## src/verilog/flash_pin_pkg.sv

```systemverilog
package flash_pin_pkg;

  // Register indices on the internal register port.
  localparam logic [2:0] REG_CTRL = 3'h0;
  localparam logic [2:0] REG_STATUS = 3'h1;
  localparam logic [2:0] REG_STATE = 3'h2;
  localparam logic [2:0] REG_RX = 3'h3;
  localparam logic [2:0] REG_TX = 3'h4;

  // Control register fields.
  localparam int CTRL_MODE_LSB = 0;
  localparam int CTRL_OUT_BIT = 2;
  localparam int CTRL_QPI_BIT = 3;
  localparam logic [7:0] CTRL_RST = 8'h00;

  // Status register fields: lock, quad enable and four protect levels.
  localparam int ST_LOCK_BIT = 7;
  localparam int ST_QE_BIT = 6;
  localparam logic [7:0] STATUS_RST = 8'h00;
  localparam logic [7:0] STATUS_MASK = 8'hfc;

  // Live state register fields.
  localparam int SV_SEL_BIT = 0;
  localparam int SV_PAUSE_BIT = 1;
  localparam int SV_RESET_BIT = 2;
  localparam int SV_ARMED_BIT = 3;
  localparam int SV_TXPEND_BIT = 4;
  localparam int SV_RXVAL_BIT = 5;
  localparam int SV_WPBLK_BIT = 6;

  // Lane counting and output enable masks.
  localparam logic [3:0] BYTE_BITS = 4'h8;
  localparam logic [3:0] STEP_1 = 4'h1;
  localparam logic [3:0] STEP_2 = 4'h2;
  localparam logic [3:0] STEP_4 = 4'h4;
  localparam logic [3:0] MASK_SINGLE = 4'h2;
  localparam logic [3:0] MASK_DUAL = 4'h3;
  localparam logic [3:0] MASK_QUAD = 4'hf;

  // Lane widths of a transfer.
  typedef enum logic [1:0] {
    LANE_SINGLE = 2'b00,
    LANE_DUAL = 2'b01,
    LANE_QUAD = 2'b10
  } lane_mode_t;

  // Link states as seen from the pins.
  typedef enum logic [1:0] {
    ST_IDLE = 2'b00,
    ST_ACTIVE = 2'b01,
    ST_PAUSED = 2'b10,
    ST_RESET = 2'b11
  } link_state_t;

endpackage

```

## src/verilog/flash_pin_front.sv

```systemverilog
// What this block does
// - Deselected means all outputs high impedance.
// - Select falling edge leaves standby, starts sequence.
// - No instruction before a first select fall.
// - Lane inputs ignored while deselected.
// - Single lane input sampled on clock rise.
// - Single lane output changes on clock fall.
// - Dual and quad lanes: rise in, fall out.
// - Quad uses protect and pause pins as lanes.
// - Lock plus low protect pin refuses status writes.
// - Lock clear allows status writes always.
// - Quad enable disables the protect pin function.
// - Quad enable makes pause pin lane three.
// - Pause suspends transfer, keeps partial sequence.
// - Paused and selected keeps output high impedance.
// - Pause release continues where it stopped.
// - Optional reset pin low: reset, outputs off.
// - Only clock modes zero and three.
// - Quad peripheral mode uses four data lanes.
//
// Added by the designer: the plain strobed port and the placing of the registers.
module flash_pin_front
  import flash_pin_pkg::*;
#(
  parameter bit HW_RESET_OPT = 1'b0
) (
  // Clock and reset.
  input wire logic sys_clk_i,
  input wire logic rst_n_i,
  // Serial link pins.
  input wire logic sck_i,
  input wire logic cs_n_i,
  input wire logic [3:0] lane_i,
  output logic [3:0] lane_o,
  output logic [3:0] lane_oe_o,
  // Internal register port.
  input wire logic [2:0] reg_addr_i,
  input wire logic [7:0] reg_wdata_i,
  input wire logic reg_wr_i,
  input wire logic reg_rd_i,
  output logic [7:0] reg_rdata_o,
  // Received byte stream.
  output logic [7:0] rx_byte_o,
  output logic rx_valid_o
);

  logic sck_s; // Synchronised serial clock.
  logic cs_n_s; // Synchronised select.
  logic [3:0] lane_s; // Synchronised lanes.
  logic sck_prev_q; // Serial clock one cycle back.
  logic cs_seen_q; // Synchronised select one cycle back, high at idle.
  logic sck_rise_w;
  logic sck_fall_w;
  logic cs_fall_w;
  link_state_t state_q; // Link state.
  link_state_t state_d;
  logic [7:0] ctrl_q; // Lane mode, output phase, quad peripheral mode.
  logic [7:0] status_q; // Lock, quad enable and protect levels.
  logic [7:0] tx_q; // Next byte to send.
  logic tx_pend_q; // A byte waits to be sent.
  logic rx_pend_q; // A received byte waits to be read.
  logic [3:0] oe_d;
  logic [7:0] state_view_w;
  logic [7:0] rdata_d;
  logic qe_w;
  logic qpi_w;
  logic pin_fn_w;
  logic pause_w;
  logic hwrst_w;
  logic wp_block_w;
  logic status_wr_w;
  logic active_w;
  logic sample_w;
  logic drive_w;
  logic clear_w;
  logic tx_take_w;
  lane_mode_t req_mode_w;
  lane_mode_t mode_w;
  logic [3:0] mask_w;

  // All pins pass two flip-flops; idle levels are high.
  pin_sync2 #(.W(6), .RST(6'h3f)) u_sync (
    .sys_clk_i(sys_clk_i),
    .rst_n_i(rst_n_i),
    .d_i({sck_i, cs_n_i, lane_i}),
    .q_o({sck_s, cs_n_s, lane_s})
  );

  // Edge finding on the sampled serial clock works in modes 0 and 3 alike.
  assign sck_rise_w = sck_s && !sck_prev_q;
  assign sck_fall_w = !sck_s && sck_prev_q;
  assign cs_fall_w = cs_seen_q && !cs_n_s;

  // Pin functions of the protect and pause pins.
  assign qe_w = status_q[ST_QE_BIT];
  assign qpi_w = ctrl_q[CTRL_QPI_BIT];
  assign pin_fn_w = !qe_w && !qpi_w;
  assign pause_w = pin_fn_w && !HW_RESET_OPT && !lane_s[3];
  assign hwrst_w = pin_fn_w && HW_RESET_OPT && !lane_s[3];
  assign wp_block_w = status_q[ST_LOCK_BIT] && !lane_s[2] && pin_fn_w;
  assign status_wr_w = reg_wr_i && (reg_addr_i == REG_STATUS);

  // Lane mode; quad needs the quad enable bit or quad peripheral mode.
  assign req_mode_w = lane_mode_t'(ctrl_q[CTRL_MODE_LSB +: 2]);
  assign mode_w = qpi_w ? LANE_QUAD :
                  ((req_mode_w == LANE_QUAD) && !qe_w) ? LANE_DUAL :
                  req_mode_w;
  assign mask_w = (mode_w == LANE_QUAD) ? MASK_QUAD :
                  (mode_w == LANE_DUAL) ? MASK_DUAL : MASK_SINGLE;

  // Only an active, unpaused link samples or drives.
  assign active_w = (state_q == ST_ACTIVE);
  assign sample_w = active_w && sck_rise_w;
  assign drive_w = active_w && sck_fall_w;
  // The sequence restarts on deselect or reset, never on pause.
  assign clear_w = (state_q == ST_IDLE) || (state_q == ST_RESET);

  // Link state: select, pause and optional reset.
  always_comb begin
    state_d = state_q;
    case (state_q)
      ST_IDLE: begin
        if (cs_fall_w) begin
          state_d = ST_ACTIVE;
        end
      end
      ST_ACTIVE: begin
        if (cs_n_s) begin
          state_d = ST_IDLE;
        end else if (pause_w) begin
          state_d = ST_PAUSED;
        end
      end
      ST_PAUSED: begin
        if (cs_n_s) begin
          state_d = ST_IDLE;
        end else if (!pause_w) begin
          state_d = ST_ACTIVE;
        end
      end
      ST_RESET: begin
        if (!hwrst_w) begin
          state_d = ST_IDLE;
        end
      end
      default: begin
        state_d = ST_IDLE;
      end
    endcase
    if (hwrst_w) begin
      state_d = ST_RESET;
    end
  end

  // Lanes are enabled only while active and in the output phase.
  assign oe_d = (active_w && ctrl_q[CTRL_OUT_BIT]) ? mask_w : 4'h0;

  // State, edge history and output enables.
  always_ff @(posedge sys_clk_i or negedge rst_n_i) begin
    if (!rst_n_i) begin
      state_q <= ST_IDLE;
      sck_prev_q <= 1'b0;
      cs_seen_q <= 1'b0;
      lane_oe_o <= 4'h0;
    end else begin
      state_q <= state_d;
      sck_prev_q <= sck_s;
      cs_seen_q <= cs_n_s;
      lane_oe_o <= oe_d;
    end
  end

  // Serial byte shifting on the lanes.
  lane_shifter u_shift (
    .sys_clk_i(sys_clk_i),
    .rst_n_i(rst_n_i),
    .clear_i(clear_w),
    .mode_i(mode_w),
    .sample_i(sample_w),
    .drive_i(drive_w),
    .lanes_i(lane_s),
    .lanes_o(lane_o),
    .tx_byte_i(tx_q),
    .tx_take_o(tx_take_w),
    .rx_byte_o(rx_byte_o),
    .rx_done_o(rx_valid_o)
  );

  // Register writes; status fields obey the protect pin.
  always_ff @(posedge sys_clk_i or negedge rst_n_i) begin
    if (!rst_n_i) begin
      ctrl_q <= CTRL_RST;
      status_q <= STATUS_RST;
      tx_q <= 8'h00;
    end else begin
      if (reg_wr_i && (reg_addr_i == REG_CTRL)) begin
        ctrl_q <= reg_wdata_i;
      end
      if (status_wr_w && !wp_block_w) begin
        status_q <= reg_wdata_i & STATUS_MASK;
      end
      if (reg_wr_i && (reg_addr_i == REG_TX)) begin
        tx_q <= reg_wdata_i;
      end
    end
  end

  // Pending flags: a setting event wins over a clearing one.
  always_ff @(posedge sys_clk_i or negedge rst_n_i) begin
    if (!rst_n_i) begin
      tx_pend_q <= 1'b0;
      rx_pend_q <= 1'b0;
    end else begin
      if (reg_wr_i && (reg_addr_i == REG_TX)) begin
        tx_pend_q <= 1'b1;
      end else if (tx_take_w) begin
        tx_pend_q <= 1'b0;
      end
      if (rx_valid_o) begin
        rx_pend_q <= 1'b1;
      end else if (reg_rd_i && (reg_addr_i == REG_RX)) begin
        rx_pend_q <= 1'b0;
      end
    end
  end

  // Read view of the live link state.
  assign state_view_w = {1'b0, wp_block_w, rx_pend_q, tx_pend_q,
                         cs_seen_q, (state_q == ST_RESET),
                         (state_q == ST_PAUSED), active_w};
  assign rdata_d = (reg_addr_i == REG_CTRL) ? ctrl_q :
                   (reg_addr_i == REG_STATUS) ? status_q :
                   (reg_addr_i == REG_STATE) ? state_view_w :
                   (reg_addr_i == REG_RX) ? rx_byte_o :
                   (reg_addr_i == REG_TX) ? tx_q : 8'h00;

  // Read data stand only in the cycle after the read strobe.
  always_ff @(posedge sys_clk_i or negedge rst_n_i) begin
    if (!rst_n_i) begin
      reg_rdata_o <= 8'h00;
    end else begin
      reg_rdata_o <= reg_rd_i ? rdata_d : 8'h00;
    end
  end

  // Deselect turns every lane off two cycles after the sampled level.
  oe_deselect_a: assert property (
    @(posedge sys_clk_i) disable iff (!rst_n_i)
    cs_n_s |-> ##2 (lane_oe_o == 4'h0))
    else $error("lane driven while deselected");

  // Entering the active state from idle needs a sampled high-to-low select step.
  arm_first_a: assert property (
    @(posedge sys_clk_i) disable iff (!rst_n_i)
    ((state_q == ST_ACTIVE) && $past(state_q == ST_IDLE))
    |-> ($past(cs_n_s, 2) && !$past(cs_n_s)))
    else $error("selected without a select fall");

  // A received byte follows a rising edge taken while active.
  rx_on_rise_a: assert property (
    @(posedge sys_clk_i) disable iff (!rst_n_i)
    rx_valid_o |-> $past(sck_rise_w) && $past(state_q == ST_ACTIVE))
    else $error("byte received outside an active rising edge");

  // Lane data change only after a falling edge of the serial clock.
  lane_on_fall_a: assert property (
    @(posedge sys_clk_i) disable iff (!rst_n_i)
    $changed(lane_o) |-> $past(sck_fall_w))
    else $error("lane data changed off a falling edge");

  // Pause keeps the data output lane off.
  pause_quiet_a: assert property (
    @(posedge sys_clk_i) disable iff (!rst_n_i)
    (state_q == ST_PAUSED) |=> !lane_oe_o[1])
    else $error("output driven while paused");

  // A protected status write leaves the status unchanged.
  status_lock_a: assert property (
    @(posedge sys_clk_i) disable iff (!rst_n_i)
    (status_wr_w && wp_block_w) |=> $stable(status_q))
    else $error("status changed while protected");

  // An unlocked or quad enabled status write always lands.
  status_open_a: assert property (
    @(posedge sys_clk_i) disable iff (!rst_n_i)
    (status_wr_w && (!status_q[ST_LOCK_BIT] || qe_w))
    |=> (status_q == ($past(reg_wdata_i) & STATUS_MASK)))
    else $error("allowed status write lost");

  // Hardware reset state keeps all lanes off.
  reset_quiet_a: assert property (
    @(posedge sys_clk_i) disable iff (!rst_n_i)
    (state_q == ST_RESET) |=> (lane_oe_o == 4'h0))
    else $error("lane driven during hardware reset");

endmodule

```

## src/verilog/pin_sync2.sv

```systemverilog
// Two flip-flop synchroniser for a group of pin levels.
module pin_sync2 #(
  parameter int W = 1,
  parameter logic [W-1:0] RST = '0
) (
  // Clock and reset.
  input wire logic sys_clk_i,
  input wire logic rst_n_i,
  // Asynchronous levels in, synchronised levels out.
  input wire logic [W-1:0] d_i,
  output logic [W-1:0] q_o
);

  // The first stage is read only by the second stage.
  logic [W-1:0] meta_q;

  // Both stages reset to the idle level of the pins.
  always_ff @(posedge sys_clk_i or negedge rst_n_i) begin
    if (!rst_n_i) begin
      meta_q <= RST;
      q_o <= RST;
    end else begin
      meta_q <= d_i;
      q_o <= meta_q;
    end
  end

endmodule

```

## src/verilog/lane_shifter.sv

```systemverilog
// Byte shifter for one, two or four lanes, sampled and driven on strobes.
module lane_shifter
  import flash_pin_pkg::*;
(
  // Clock and reset.
  input wire logic sys_clk_i,
  input wire logic rst_n_i,
  // Sequence control.
  input wire logic clear_i,
  input wire lane_mode_t mode_i,
  input wire logic sample_i,
  input wire logic drive_i,
  // Lane data.
  input wire logic [3:0] lanes_i,
  output logic [3:0] lanes_o,
  // Byte side.
  input wire logic [7:0] tx_byte_i,
  output logic tx_take_o,
  output logic [7:0] rx_byte_o,
  output logic rx_done_o
);

  logic [3:0] step_w; // Bits moved per clock edge.
  logic [7:0] rx_sr_q; // Partly received byte.
  logic [3:0] rx_cnt_q; // Bits received so far.
  logic [3:0] rx_sum_w;
  logic [7:0] rx_shift_w;
  logic [7:0] tx_sr_q; // Byte being sent.
  logic [3:0] tx_cnt_q; // Bits sent so far.
  logic [3:0] tx_sum_w;
  logic [7:0] tx_shift_w;
  logic [7:0] tx_next_w;
  logic [3:0] tx_map_w;

  assign step_w = (mode_i == LANE_QUAD) ? STEP_4 :
                  (mode_i == LANE_DUAL) ? STEP_2 : STEP_1;
  assign rx_sum_w = rx_cnt_q + step_w;
  assign rx_shift_w = (mode_i == LANE_QUAD) ? {rx_sr_q[3:0], lanes_i} :
                      (mode_i == LANE_DUAL) ? {rx_sr_q[5:0], lanes_i[1:0]} :
                      {rx_sr_q[6:0], lanes_i[0]};
  assign tx_sum_w = tx_cnt_q + step_w;
  assign tx_shift_w = (mode_i == LANE_QUAD) ? {tx_sr_q[3:0], 4'h0} :
                      (mode_i == LANE_DUAL) ? {tx_sr_q[5:0], 2'b00} :
                      {tx_sr_q[6:0], 1'b0};
  // A new byte is taken at the first drive edge of each byte.
  assign tx_take_o = drive_i && (tx_cnt_q == 4'h0);
  assign tx_next_w = (tx_cnt_q == 4'h0) ? tx_byte_i : tx_shift_w;
  // Most significant bits first; single lane drives lane 1 only.
  assign tx_map_w = (mode_i == LANE_QUAD) ? tx_next_w[7:4] :
                    (mode_i == LANE_DUAL) ? {2'b00, tx_next_w[7:6]} :
                    {2'b00, tx_next_w[7], 1'b0};

  // Receive side: shift on each sample strobe, report whole bytes.
  always_ff @(posedge sys_clk_i or negedge rst_n_i) begin
    if (!rst_n_i) begin
      rx_sr_q <= 8'h00;
      rx_cnt_q <= 4'h0;
      rx_byte_o <= 8'h00;
      rx_done_o <= 1'b0;
    end else if (clear_i) begin
      rx_cnt_q <= 4'h0;
      rx_done_o <= 1'b0;
    end else begin
      rx_done_o <= sample_i && (rx_sum_w == BYTE_BITS);
      if (sample_i) begin
        rx_sr_q <= rx_shift_w;
        rx_cnt_q <= (rx_sum_w == BYTE_BITS) ? 4'h0 : rx_sum_w;
        if (rx_sum_w == BYTE_BITS) begin
          rx_byte_o <= rx_shift_w;
        end
      end
    end
  end

  // Transmit side: lanes change only on a drive strobe.
  always_ff @(posedge sys_clk_i or negedge rst_n_i) begin
    if (!rst_n_i) begin
      tx_sr_q <= 8'h00;
      tx_cnt_q <= 4'h0;
      lanes_o <= 4'h0;
    end else if (clear_i) begin
      tx_cnt_q <= 4'h0;
    end else if (drive_i) begin
      tx_sr_q <= tx_next_w;
      lanes_o <= tx_map_w;
      tx_cnt_q <= (tx_sum_w == BYTE_BITS) ? 4'h0 : tx_sum_w;
    end
  end

endmodule

```

## config.mk

```make
export PLATFORM = sky130hd
export DESIGN_NAME = flash_pin_front
export DESIGN_NICKNAME = d
export VERILOG_FILES = /design/src/verilog/flash_pin_pkg.sv /design/src/verilog/flash_pin_front.sv /design/src/verilog/pin_sync2.sv /design/src/verilog/lane_shifter.sv
export SDC_FILE = /design/constraint.sdc
export NUM_CORES = 1
export LEC_CHECK = 0
export ABC_CLOCK_PERIOD_IN_PS = 5400
export BUFFER_PORTS_ARGS = -buffer_cell sky130_fd_sc_hd__buf_2
export CAP_MARGIN = 20
export CELL_PAD_IN_SITES_DETAIL_PLACEMENT = 0
export CELL_PAD_IN_SITES_GLOBAL_PLACEMENT = 1
export CORE_MARGIN = 1
export CORE_UTILIZATION = 50
export DETAILED_ROUTE_END_ITERATION = 8
export PLACE_DENSITY_LB_ADDON = 0.1
export SYNTH_ARGS = -nofsm -noshare
export SYNTH_HDL_FRONTEND = slang
export SYNTH_SLANG_ARGS = --single-unit
```

## constraint.sdc

```tcl
create_clock -name sys_clk_i -period 5.4 [get_ports sys_clk_i]
set_input_delay 0.27 -clock sys_clk_i [delete_from_list [all_inputs] [get_ports sys_clk_i]]
set_output_delay 0.27 -clock sys_clk_i [all_outputs]
set_load 0.01 [all_outputs]
```

# After elaboration in Yosys (flattened, before gate mapping)
# Cells that the tools add are included.
dict set report op_classes {
  n_addsub 2
  n_eq_ne 15
  mux 37
  n_bitwise 1
  reduce_logical 38
}
# op count
set op_table {}
lappend op_table {{8-bit two-way mux} 11}
lappend op_table {{4-bit two-way mux} 10}
lappend op_table {{1-bit logical AND} 18}
lappend op_table {{2-bit two-way mux} 8}
lappend op_table {{4-bit adder} 2}
lappend op_table {{2-bit equality test, second input constant} 4}
lappend op_table {{4-bit equality test, second input constant} 2}
lappend op_table {{1-bit zero test} 8}
lappend op_table {{2-bit one-hot mux with 4 select lines} 1}
lappend op_table {{2-bit nonzero test} 4}
lappend op_table {{1-bit two-way mux} 7}
lappend op_table {{3-bit by 2-bit equality test with 1-bit output, second input constant} 2}
lappend op_table {{3-bit by 2-bit inequality test with 1-bit output, second input constant} 2}
lappend op_table {{3-bit AND reduction} 2}
lappend op_table {{2-bit by 1-bit equality test with 1-bit output, second input constant} 2}
lappend op_table {{4-bit zero test} 1}
lappend op_table {{2-bit AND reduction} 2}
lappend op_table {{3-bit by 1-bit equality test with 1-bit output, second input constant} 1}
lappend op_table {{3-bit equality test, second input constant} 1}
lappend op_table {{3-bit zero test} 1}
lappend op_table {{2-bit zero test} 1}
lappend op_table {{2-bit inequality test, second input constant} 1}
lappend op_table {{1-bit logical OR} 1}
lappend op_table {{1-bit inverter} 1}
dict set report totals {
  regBits 87
  output_inout_bits 25
}

# Logic depth before layout (Yosys ltp)
# Gate-level depths: netlist of run 1.
dict set report logic_depth {
  depth_word 12
  depth_mapped 11
  depth_no_buf 10
}

# Modules after synthesis
# Synthesis of run 1 repeated with hierarchy kept, for this count alone.
dict set report unflattened {
  hier_cells 377
  hier_area_um2 4242.8
}
# module n_inst cells_each area_each_um2
set by_module_without_submodules {}
lappend by_module_without_submodules {lane_shifter 1 202 2004.4}
lappend by_module_without_submodules {flash_pin_front 1 163 1923.1}
lappend by_module_without_submodules {pin_sync2 1 12 315.3}

# Worst setup path after synthesis of run 1
# OpenSTA, ideal clock, no wires.
dict set report synth_timing {
  path_kind {flip-flop to flip-flop}
  start {register status_q[6]}
  end {register u_shift.rx_byte_o[0]}
  setup_time_ns 0.125
  arrival_ns 2.740
  required_time_ns 5.275
  path_slack_ns 2.535
  path_stages_with_launch 12
  n_path_buf 1
  path_cell_list {dfrtp_1 inv_1 a21oi_1 or2_2 ha_1 ha_1 fa_1 xor2_1 nor4_1 o21a_1 buf_4 mux2_2}
}
dict set report synth_via {
  elab_chain_cells 10
  elab_cells_between_ends 12
  classes_between {1 x add/sub; 3 x eq/ne; 5 x mux; 3 x reduce/logical}
}
# element line_no
set synth_rtl {}
lappend synth_rtl {{start, declared} flash_pin_front.sv:58} ;# logic [7:0] status_q;
lappend synth_rtl {{start signal, assigned} flash_pin_front.sv:200} ;# status_q <= reg_wdata_i & STATUS_MASK;
lappend synth_rtl {{1-bit zero test (*)} flash_pin_front.sv:106} ;# ((req_mode_w == LANE_QUAD) && !qe_w) ? LANE_DUAL :
lappend synth_rtl {{1-bit logical AND (*)} flash_pin_front.sv:106}
lappend synth_rtl {{2-bit two-way mux (*)} flash_pin_front.sv:106}
lappend synth_rtl {{2-bit two-way mux (*)} flash_pin_front.sv:105} ;# assign mode_w = qpi_w ? LANE_QUAD :
lappend synth_rtl {{2-bit by 1-bit equality test with 1-bit output} lane_shifter.sv:36} ;# (mode_i == LANE_DUAL) ? STEP_2 : STEP_1;
lappend synth_rtl {{2-bit two-way mux} lane_shifter.sv:36}
lappend synth_rtl {{4-bit two-way mux} lane_shifter.sv:35} ;# assign step_w = (mode_i == LANE_QUAD) ? STEP_4 :
lappend synth_rtl {{4-bit adder} lane_shifter.sv:37} ;# assign rx_sum_w = rx_cnt_q + step_w;
lappend synth_rtl {{4-bit equality test} lane_shifter.sv:68} ;# if (rx_sum_w == BYTE_BITS) begin
lappend synth_rtl {{3-bit AND reduction (no line)} --}
lappend synth_rtl {{end signal, assigned} lane_shifter.sv:69} ;# rx_byte_o <= rx_shift_w;
lappend synth_rtl {{end, declared} lane_shifter.sv:19} ;# output logic [7:0] rx_byte_o,
# Every way passes the cells marked *; elsewhere a longest branch is shown, timed or not.
# A chain may end at the register's enable or synchronous reset.

# Worst setup path in the final report of run 1
dict set report layout_timing {
  start {register status_q[6]}
  end {register u_shift.rx_byte_o[7]}
}
dict set report layout_via {
  elab_chain_cells 10
  elab_cells_between_ends 13
  classes_between {1 x add/sub; 3 x eq/ne; 6 x mux; 3 x reduce/logical}
}
# element line_no
set layout_rtl {}
lappend layout_rtl {{1-bit zero test (*)} flash_pin_front.sv:106}
lappend layout_rtl {{1-bit logical AND (*)} flash_pin_front.sv:106}
lappend layout_rtl {{2-bit two-way mux (*)} flash_pin_front.sv:106}
lappend layout_rtl {{2-bit two-way mux (*)} flash_pin_front.sv:105}
lappend layout_rtl {{2-bit by 1-bit equality test with 1-bit output} {lane_shifter.sv:36, lane_shifter.sv:39}}
lappend layout_rtl {{2-bit two-way mux} lane_shifter.sv:36}
lappend layout_rtl {{4-bit two-way mux} lane_shifter.sv:35}
lappend layout_rtl {{4-bit adder} lane_shifter.sv:37}
lappend layout_rtl {{4-bit equality test} lane_shifter.sv:68}
lappend layout_rtl {{3-bit AND reduction (no line)} --}
# Marked as above.

==> metrics.md, run 1 <==
| Metric | Value |
|---|---|
| Nets@finish | roughly 440 |
| Worst Reg-to-Reg Cells | 10 |
| Multi-input gate area | 0.001818 mm^2 |
| Antenna violations before repair | 0 |
| DIE WIDTH | around 93 um |
| Clk buf depth | 2 |
| Die height | 93.05 um |
| CTS tree | yes |
| Syn. warnings | 0 |
| Power Density | between 400 and 500 mW/mm^2 |
| DRT Wirelength | 8.604 mm |
| Max incr delay on CP | approximately 0.44 ns |
| Clk_skew | about 0.01 ns |
| Arrival time worst endpoint | ~3.5 ns |
| Min Tclk post-route | approximately 3.2 ns |
| Synthesized flop and latch total | 86 |
| Main synth FF type | dfrtp_1 |
| Core Box Area | a little under 0.008 mm^2 |
| Gate Count Post-Synth | ~350 |
| Synthesized area | around 0.0041 mm^2 |
| Crit-path cells | inv_1 -> a21oi_1 -> or2_2 -> ha_1 -> ha_1 -> fa_1 -> xor2_1 -> nor4_1 -> o21a_1 -> mux2_2 |
| Io pins | 46 |
| GRT Util Overall | roughly 22% |
| CTS buffer count | 9 |
| Bufs and invs on worst path | 1 |
| H-tree lvl count | 3 |
| Via density | about 5.6 |
| Input/output buffers | 45 |
| P&R area growth vs syn | 14.58% |
| Fill count | ~670 |
| R2R setup slack | between 2 and 2.5 ns |
| Slew Limit Headroom | 44.88% |
| Setup ws final | about 2.2 ns |
| Yosys cell types | slightly below 50 |
| CP top delay family | adder cells |
| First-pass GRT wire length | around 14 mm |
| Tot Pwr | 1.909 mW |
| Hold_ws | ~0.18 ns |
| Initial Util | 52.55% |
| Number of flops mapped to enable cells by yosys | 0 |
| Fin cells | about 510 |
| Vias | ~2800 |
| Die area | a little under 0.009 mm^2 |
| Post-route ant nets | 0 |
| Hold Path Cell Cnt | 2 |
| 1st-iter DRT viols | ~180 |
| Drc violations | 0 |
| CP dominant cell by count | ha_1 |
| GPL Wtd Cong | 0.7570 |
| Pre-antenna DRT Iters | 5 |
| Data required time of the worst path | 5.64 ns |
| Worst-path clk slew | 0.09 ns |
| Nature of the critical path endpoint | register |
| RSZ-0062 raised after global routing | false |
| Final setup viols | 0 |
| Critical path launch point type | register |
| Syn_nets | between 300 and 400 |
| Max Fclk | 0.3078 GHz |
| Largest net degree at the start of global routing | 87 |
| Clk Latency, worst-skew pair | about 0.35 ns |
| GRT overflow | 0 |
| Status | complete, no violations |
| Hold Buf Count CTS | 6 |
| Worst min-delay path class | primary input to register |
| Final Cycle Share | between 60% and 70% |
| Sequential fraction of the synthesis area | a little over half |
| Max cap viols | 0 |
| CP Max Fanout | 9 |
| Pins Over Slew Limit | 0 |
| FP Rows | 32 |
| Post-CTS Setup Bufs | 0 |
| Syn_area_per_cell | between 10 and 15 um^2 |
| Actual slew at the worst max-slew pin | slightly above 0.8 ns |
| Post-DR wirelength/cell | about 17 um |
| Vias in the first global route | ~2700 |
| # diodes | 0 |
| Setup TNS | 0 ns |
| CTS Sinks | 86 |
| # resized after CTS | 0 |
| P_leak | between 2 and 2.5 nW |
| Post-synthesis async set-or-reset flop share | 100.0% |
| Dpl cells | roughly 480 |
| Slowest-stage cell, CP | dfrtp_1 |
| WS Path Type | register to register |
| Peak supply drop | roughly 0.00019 V |
| Place WS | 2.162 ns |
| CP Depth | 10 |
| Final Hold Viols | 0 |
| Register cell area after layout | 0.002167 mm^2 |
| Clock Tree Root | clkbuf_8 |
| Post-detail-place hpwl | 5.937 mm |
| Share of layout cells above drive strength 1 | 30.54% |
[cells by family after synthesis]
logic type | Yosys count | synth area share [%]
xor gates and xnor gates | 2 | 0.4227
adders and majority gates | 14 | 4.588
DFF | 86 | 52.28
buffers and inverters | 36 | 3.863
and+or+nand+nor | 84 | 10.90
muxes | 67 | 17.69
AOI/OAI and AO/OA | 65 | 10.26
[final timing paths]
| path | start | to |
|---|---|---|
| hold / removal | reg_wdata_i[4] | status_q[4]$_DFFE_PN0P_ |
| setup / recovery | status_q[6]$_DFFE_PN0P_ | u_shift.rx_byte_o[7]$_DFFE_PN0P_ |
| hold reg to reg | u_sync.meta_q[1]$_DFF_PN1_ | u_sync.q_o[1]$_DFF_PN1_ |
| max in group asynchronous | rst_n_i | u_sync.meta_q[5]$_DFF_PN1_ |
| min in group asynchronous | rst_n_i | u_shift.tx_sr_q[6]$_DFFE_PN0P_ |
| setup reg to reg | status_q[6]$_DFFE_PN0P_ | u_shift.rx_byte_o[7]$_DFFE_PN0P_ |
[Yosys cell counts (8+ instances only)]
cell type   n  area share [%]
mux2_2     36             9.8
ha_1       12             3.6
inv_1      17             1.5
a21oi_1    11             1.3
dfstp_2    12             7.6
nand2_1    27             2.4
nor2_1     14             1.3
dfrtp_1    74              45
mux2i_1    29             7.0
nand2b_1    8             1.2
o21ai_0    25             3.0
buf_2       8            0.97
[per-layer routing]
layer | share of wire [%] | routed length, um | GRT usage, %
met2 | 46 | 3990 | 32.29
met4 | 2.1 | 181 | 9.615
met1 | 48 | 4087 | 31.18
met3 | 4.0 | 344 | 3.577
met5 | 0 | 0 | 0
[cell usage in the layout (no fill, tap or decap), drive strengths merged, types with 3 or more instances in the layout]
cell type    netlist  final
mux2              37     37
a22o               4      4
or3                3      3
dlygate4sd3        0      7
a221oi             4      4
clkbuf             7     12
a31oi              3      3
and3               3      3
nor2              15     15
nand2b             8      8
nor2b              3      3
o21ai             25     25
inv               17     18
ha                12     12
mux2i             29     29
o221a              4      4
buf               12     48
and2               3      3
or4                3      3
nand3              3      3
dfrtp             74     74
nor3               5      5
a21oi             11     11
nand2             27     27
dfstp             12     12
a21o               3      3
[registers in the layout, indices dropped and copies added, names as in the netlist, 4 cells and up]
name,flops
u_shift.tx_sr_q,7
tx_q,8
u_shift.rx_sr_q,7
u_shift.rx_cnt_q,4
u_shift.lanes_o,4
ctrl_q,8
u_shift.rx_byte_o,8
reg_rdata_o,8
u_sync.meta_q,6
status_q,6
u_sync.q_o,6
u_shift.tx_cnt_q,4
[area by class of cell]
| cell class | count | share of cell area [%] |
|---|---|---|
| clock inverters | 4 | 1.633 |
| inverters | 17 | 1.344 |
| flip-flops and latches | 86 | 45.63 |
| repair buffers | 55 | 7.165 |
| multi-input cells | 232 | 38.28 |
| well taps | 102 | 2.687 |
| clock buffers | 12 | 3.267 |
[power breakdown]
part / total, mW / leakage [nW] / internal (mW) / switching [mW]
Sequential: 0.870 / 1.09 / 0.767 / 0.103
Combinational: 0.523 / 1.11 / 0.240 / 0.283
Clock: 0.517 / 0.117 / 0.289 / 0.228
[stage by stage]
step	instance area [um^2]	util [%]
2_1_floorplan	4145	-
3_3_place_gp	4419	56.03
3_5_place_dp	4419	56.03
4_1_cts	4712	59.74
5_1_grt	4750	60.22
6_report	4750	60.22
Power figures use the tool's default switching activity.
==> run 2: changes to the inputs <==
--- a/config.mk
+++ b/config.mk
@@ -5,13 +5,13 @@
 export SDC_FILE = /design/constraint.sdc
 export NUM_CORES = 1
 export LEC_CHECK = 0
-export ABC_CLOCK_PERIOD_IN_PS = 5400
+export ABC_CLOCK_PERIOD_IN_PS = 2900
 export BUFFER_PORTS_ARGS = -buffer_cell sky130_fd_sc_hd__buf_2
 export CAP_MARGIN = 20
 export CELL_PAD_IN_SITES_DETAIL_PLACEMENT = 0
 export CELL_PAD_IN_SITES_GLOBAL_PLACEMENT = 1
 export CORE_MARGIN = 1
-export CORE_UTILIZATION = 50
+export CORE_UTILIZATION = 42
 export DETAILED_ROUTE_END_ITERATION = 8
 export PLACE_DENSITY_LB_ADDON = 0.1
 export SYNTH_ARGS = -nofsm -noshare
==> constraint.sdc (replaced) <==
create_clock -name sys_clk_i -period 2.9 [get_ports sys_clk_i]
set_input_delay 0.145 -clock sys_clk_i [delete_from_list [all_inputs] [get_ports sys_clk_i]]
set_output_delay 0.145 -clock sys_clk_i [all_outputs]
set_load 0.01 [all_outputs]
==> metrics.md, run 2 (same netlist as run 1, synthesis figures left out) <==
| Metric | Value |
|---|---|
| RSZ-0062 raised after global routing | true (was false) |
| Arrival time worst endpoint | 3.07 ns (was 3.49 ns) |
| Bufs and invs on worst path | 2 (was 1) |
| Drc violations | 0 (unchanged) |
| Multi-input gate area | 0.001866 mm^2 (was 0.001818 mm^2) |
| Place WS | -0.06472 ns (was 2.162 ns) |
| CTS Sinks | 86 (unchanged) |
| Most common cell after layout, fill and taps aside | dfrtp_1 (unchanged) |
| Final setup viols | 0 (unchanged) |
| Dpl cell area | 0.004568 mm^2 (was 0.004419 mm^2) |
| GRT Util Overall | 19.89% (was 21.66%) |
| Share of layout cells above drive strength 1 | 34.92% (was 30.54%) |
| Clk Latency, worst-skew pair | 0.35 ns (about the same) |
| Fill count | 850 (was 668) |
| CP dominant cell by count | ha_4 (was ha_1) |
| Vias | 2871 (was 2836) |
| Register cell area after layout | 0.002167 mm^2 (unchanged) |
| Final Hold Viols | 0 (unchanged) |
| Finished Cell Area | 0.004943 mm^2 (was 0.004750 mm^2) |
| Antenna violations before repair | 0 (unchanged) |
| Status | complete, no violations (unchanged) |
| Pins Over Slew Limit | 0 (unchanged) |
| Setup ws final | 0.06948 ns (was 2.151 ns) |
| DRT Wirelength | 9.390 mm (was 8.604 mm) |
| Post-detail-place hpwl | 6.300 mm (was 5.937 mm) |
| Clock Tree Root | clkbuf_8 (unchanged) |
| First-pass GRT wire length | 15.12 mm (was 14.10 mm) |
| Initial Util | 44.03% (was 52.55%) |
| CTS buffer count | 9 (unchanged) |
| # diodes | 0 (unchanged) |
| Nets@finish | 451 (was 436) |
| Crit. Startpoint | status_q[6]$_DFFE_PN0P_ (unchanged) |
| Nature of the critical path endpoint | register (unchanged) |
| Input/output buffers | 45 (unchanged) |
| Reg2Reg Launch Point | status_q[6]$_DFFE_PN0P_ (unchanged) |
| Tot Pwr | 3.569 mW (was 1.909 mW) |
| Power Density | 721.9 mW/mm^2 (was 402.0 mW/mm^2) |
| Critical path launch point type | register (unchanged) |
| Clk buf depth | 2 (unchanged) |
| Min Tclk post-route | 2.831 ns (was 3.249 ns) |
| Commonest cells after routing, fill and taps aside | dfrtp_1 (74), buf_2 (44), mux2_2 (36) (unchanged) |
| FP Rows | 35 (was 32) |
| Slowest-stage cell, CP | fa_2 (was dfrtp_1) |
| CTS tree | yes (unchanged) |
| Actual slew at the worst max-slew pin | 0.7865 ns (was 0.8224 ns) |
| Setup TNS | 0 ns (unchanged) |
| Core Box Area | 0.009415 mm^2 (was 0.007888 mm^2) |
| Vias in the first global route | 2783 (was 2702) |
| Clk_skew | 0.005899 ns (was 0.009812 ns) |
| Via density | 5.220 (was 5.583) |
| Max cap viols | 0 (unchanged) |
| Post-DR wirelength/cell | 17.07 um (was 16.94 um) |
| Largest net degree at the start of global routing | 87 (unchanged) |
| Hold_ws | 0.04620 ns (was 0.1771 ns) |
| P_leak | 2.372 nW (was 2.315 nW) |
| Peak supply drop | 0.0003235 V (was 0.0001888 V) |
| CP Max Fanout | 4 (was 9) |
| CP top delay family | adder cells (unchanged) |
| Max Fclk | 0.3533 GHz (was 0.3078 GHz) |
| DIE WIDTH | 101.3 um (was 93.05 um) |
| Worst min-delay path class | primary input to register (unchanged) |
| GRT overflow | 0 (unchanged) |
| Max incr delay on CP | 0.45 ns (was 0.44 ns) |
| Final Cycle Share | 97.60% (was 60.17%) |
| Post-route ant nets | 0 (unchanged) |
| Data required time of the worst path | 3.14 ns (was 5.64 ns) |
| Crit-path cells | buf_6 -> o21ai_2 -> nand2b_1 -> ha_4 -> ha_4 -> fa_2 -> nor4_2 -> o21a_1 -> bufbuf_16 -> mux2_2 (was inv_1 -> a21oi_1 -> or2_2 -> ha_1 -> ha_1 -> fa_1 -> xor2_1 -> nor4_1 -> o21a_1 -> mux2_2) |
| WS Path Type | register to register (unchanged) |
| Die height | 101.3 um (was 93.05 um) |
| 1st-iter DRT viols | 64 (was 177) |
| Slew Limit Headroom | 47.28% (was 44.88%) |
| Hold path start | reg_wdata_i[2] (was reg_wdata_i[4]) |
| Io pins | 46 (unchanged) |
| Die area | 0.01027 mm^2 (was 0.008658 mm^2) |
| Worst-path clk slew | 0.09 ns (about the same) |
| H-tree lvl count | 3 (unchanged) |
| GPL Wtd Cong | 0.7900 (was 0.7570) |
| Pre-antenna DRT Iters | 4 (was 5) |
| P&R area growth vs syn | 19.26% (was 14.58%) |
[run 2: layout make-up]
| type | count | area share [%] |
|---|---|---|
| Sequential cell | 86 | 43.84 |
| Multi-Input combinational cell | 232 | 37.74 |
| Timing Repair Buffer | 70 | 9.846 |
| Tap cell | 129 | 3.265 |
| Clock buffer | 9 | 2.506 |
| Clock inverter | 7 | 1.519 |
| Inverter | 17 | 1.291 |
[run 2: where the power goes]
group	leakage (nW)	internal (mW)	switching (mW)
Sequential	1.09	1.43	0.185
Combinational	1.19	0.531	0.581
Clock	0.0914	0.399	0.444
[run 2: repair_timing]
item	in CTS	in global routing
setup endpoints to repair	8	8
buffers inserted	2	1
hold buffers	7	0
pin swaps	1	4
hold endpoints to repair	80	0
gates resized for setup	6	5
gates cloned	1	0
[run 2: routing by layer]
metal / global-route usage, % / share of wire (%) / up-vias
li1: - / - / 1382
met3: 2.830 / 2.9 / 12
met1: 28.22 / 49 / 1429
met5: 0 / 0 / -
met2: 31.08 / 47 / 48
met4: 7.358 / 1.4 / 0
[run 2: metrics by stage]
| step | utilization [%] | instances |
|---|---|---|
| final | 52.51 | 550 |
| after global routing | 52.51 | 550 |
| after detailed placement | 48.52 | 523 |
| after floorplan | - | 354 |
| after CTS | 52.13 | 549 |
| after global placement | 48.52 | 523 |
[run 2: final timing paths]
check	end	slack, ns	depth (start not counted)
worst max-delay path	u_shift.rx_byte_o[6]$_DFFE_PN0P_	0.07	10
worst min-delay path	status_q[2]$_DFFE_PN0P_	0.05	2
worst max register to register	u_shift.rx_byte_o[6]$_DFFE_PN0P_	0.07	10
worst min register to register	u_sync.q_o[3]$_DFF_PN1_	0.36	0
max in group asynchronous	u_sync.meta_q[4]$_DFF_PN1_	2.15	3
min in group asynchronous	u_shift.lanes_o[2]$_DFFE_PN0P_	0.36	3
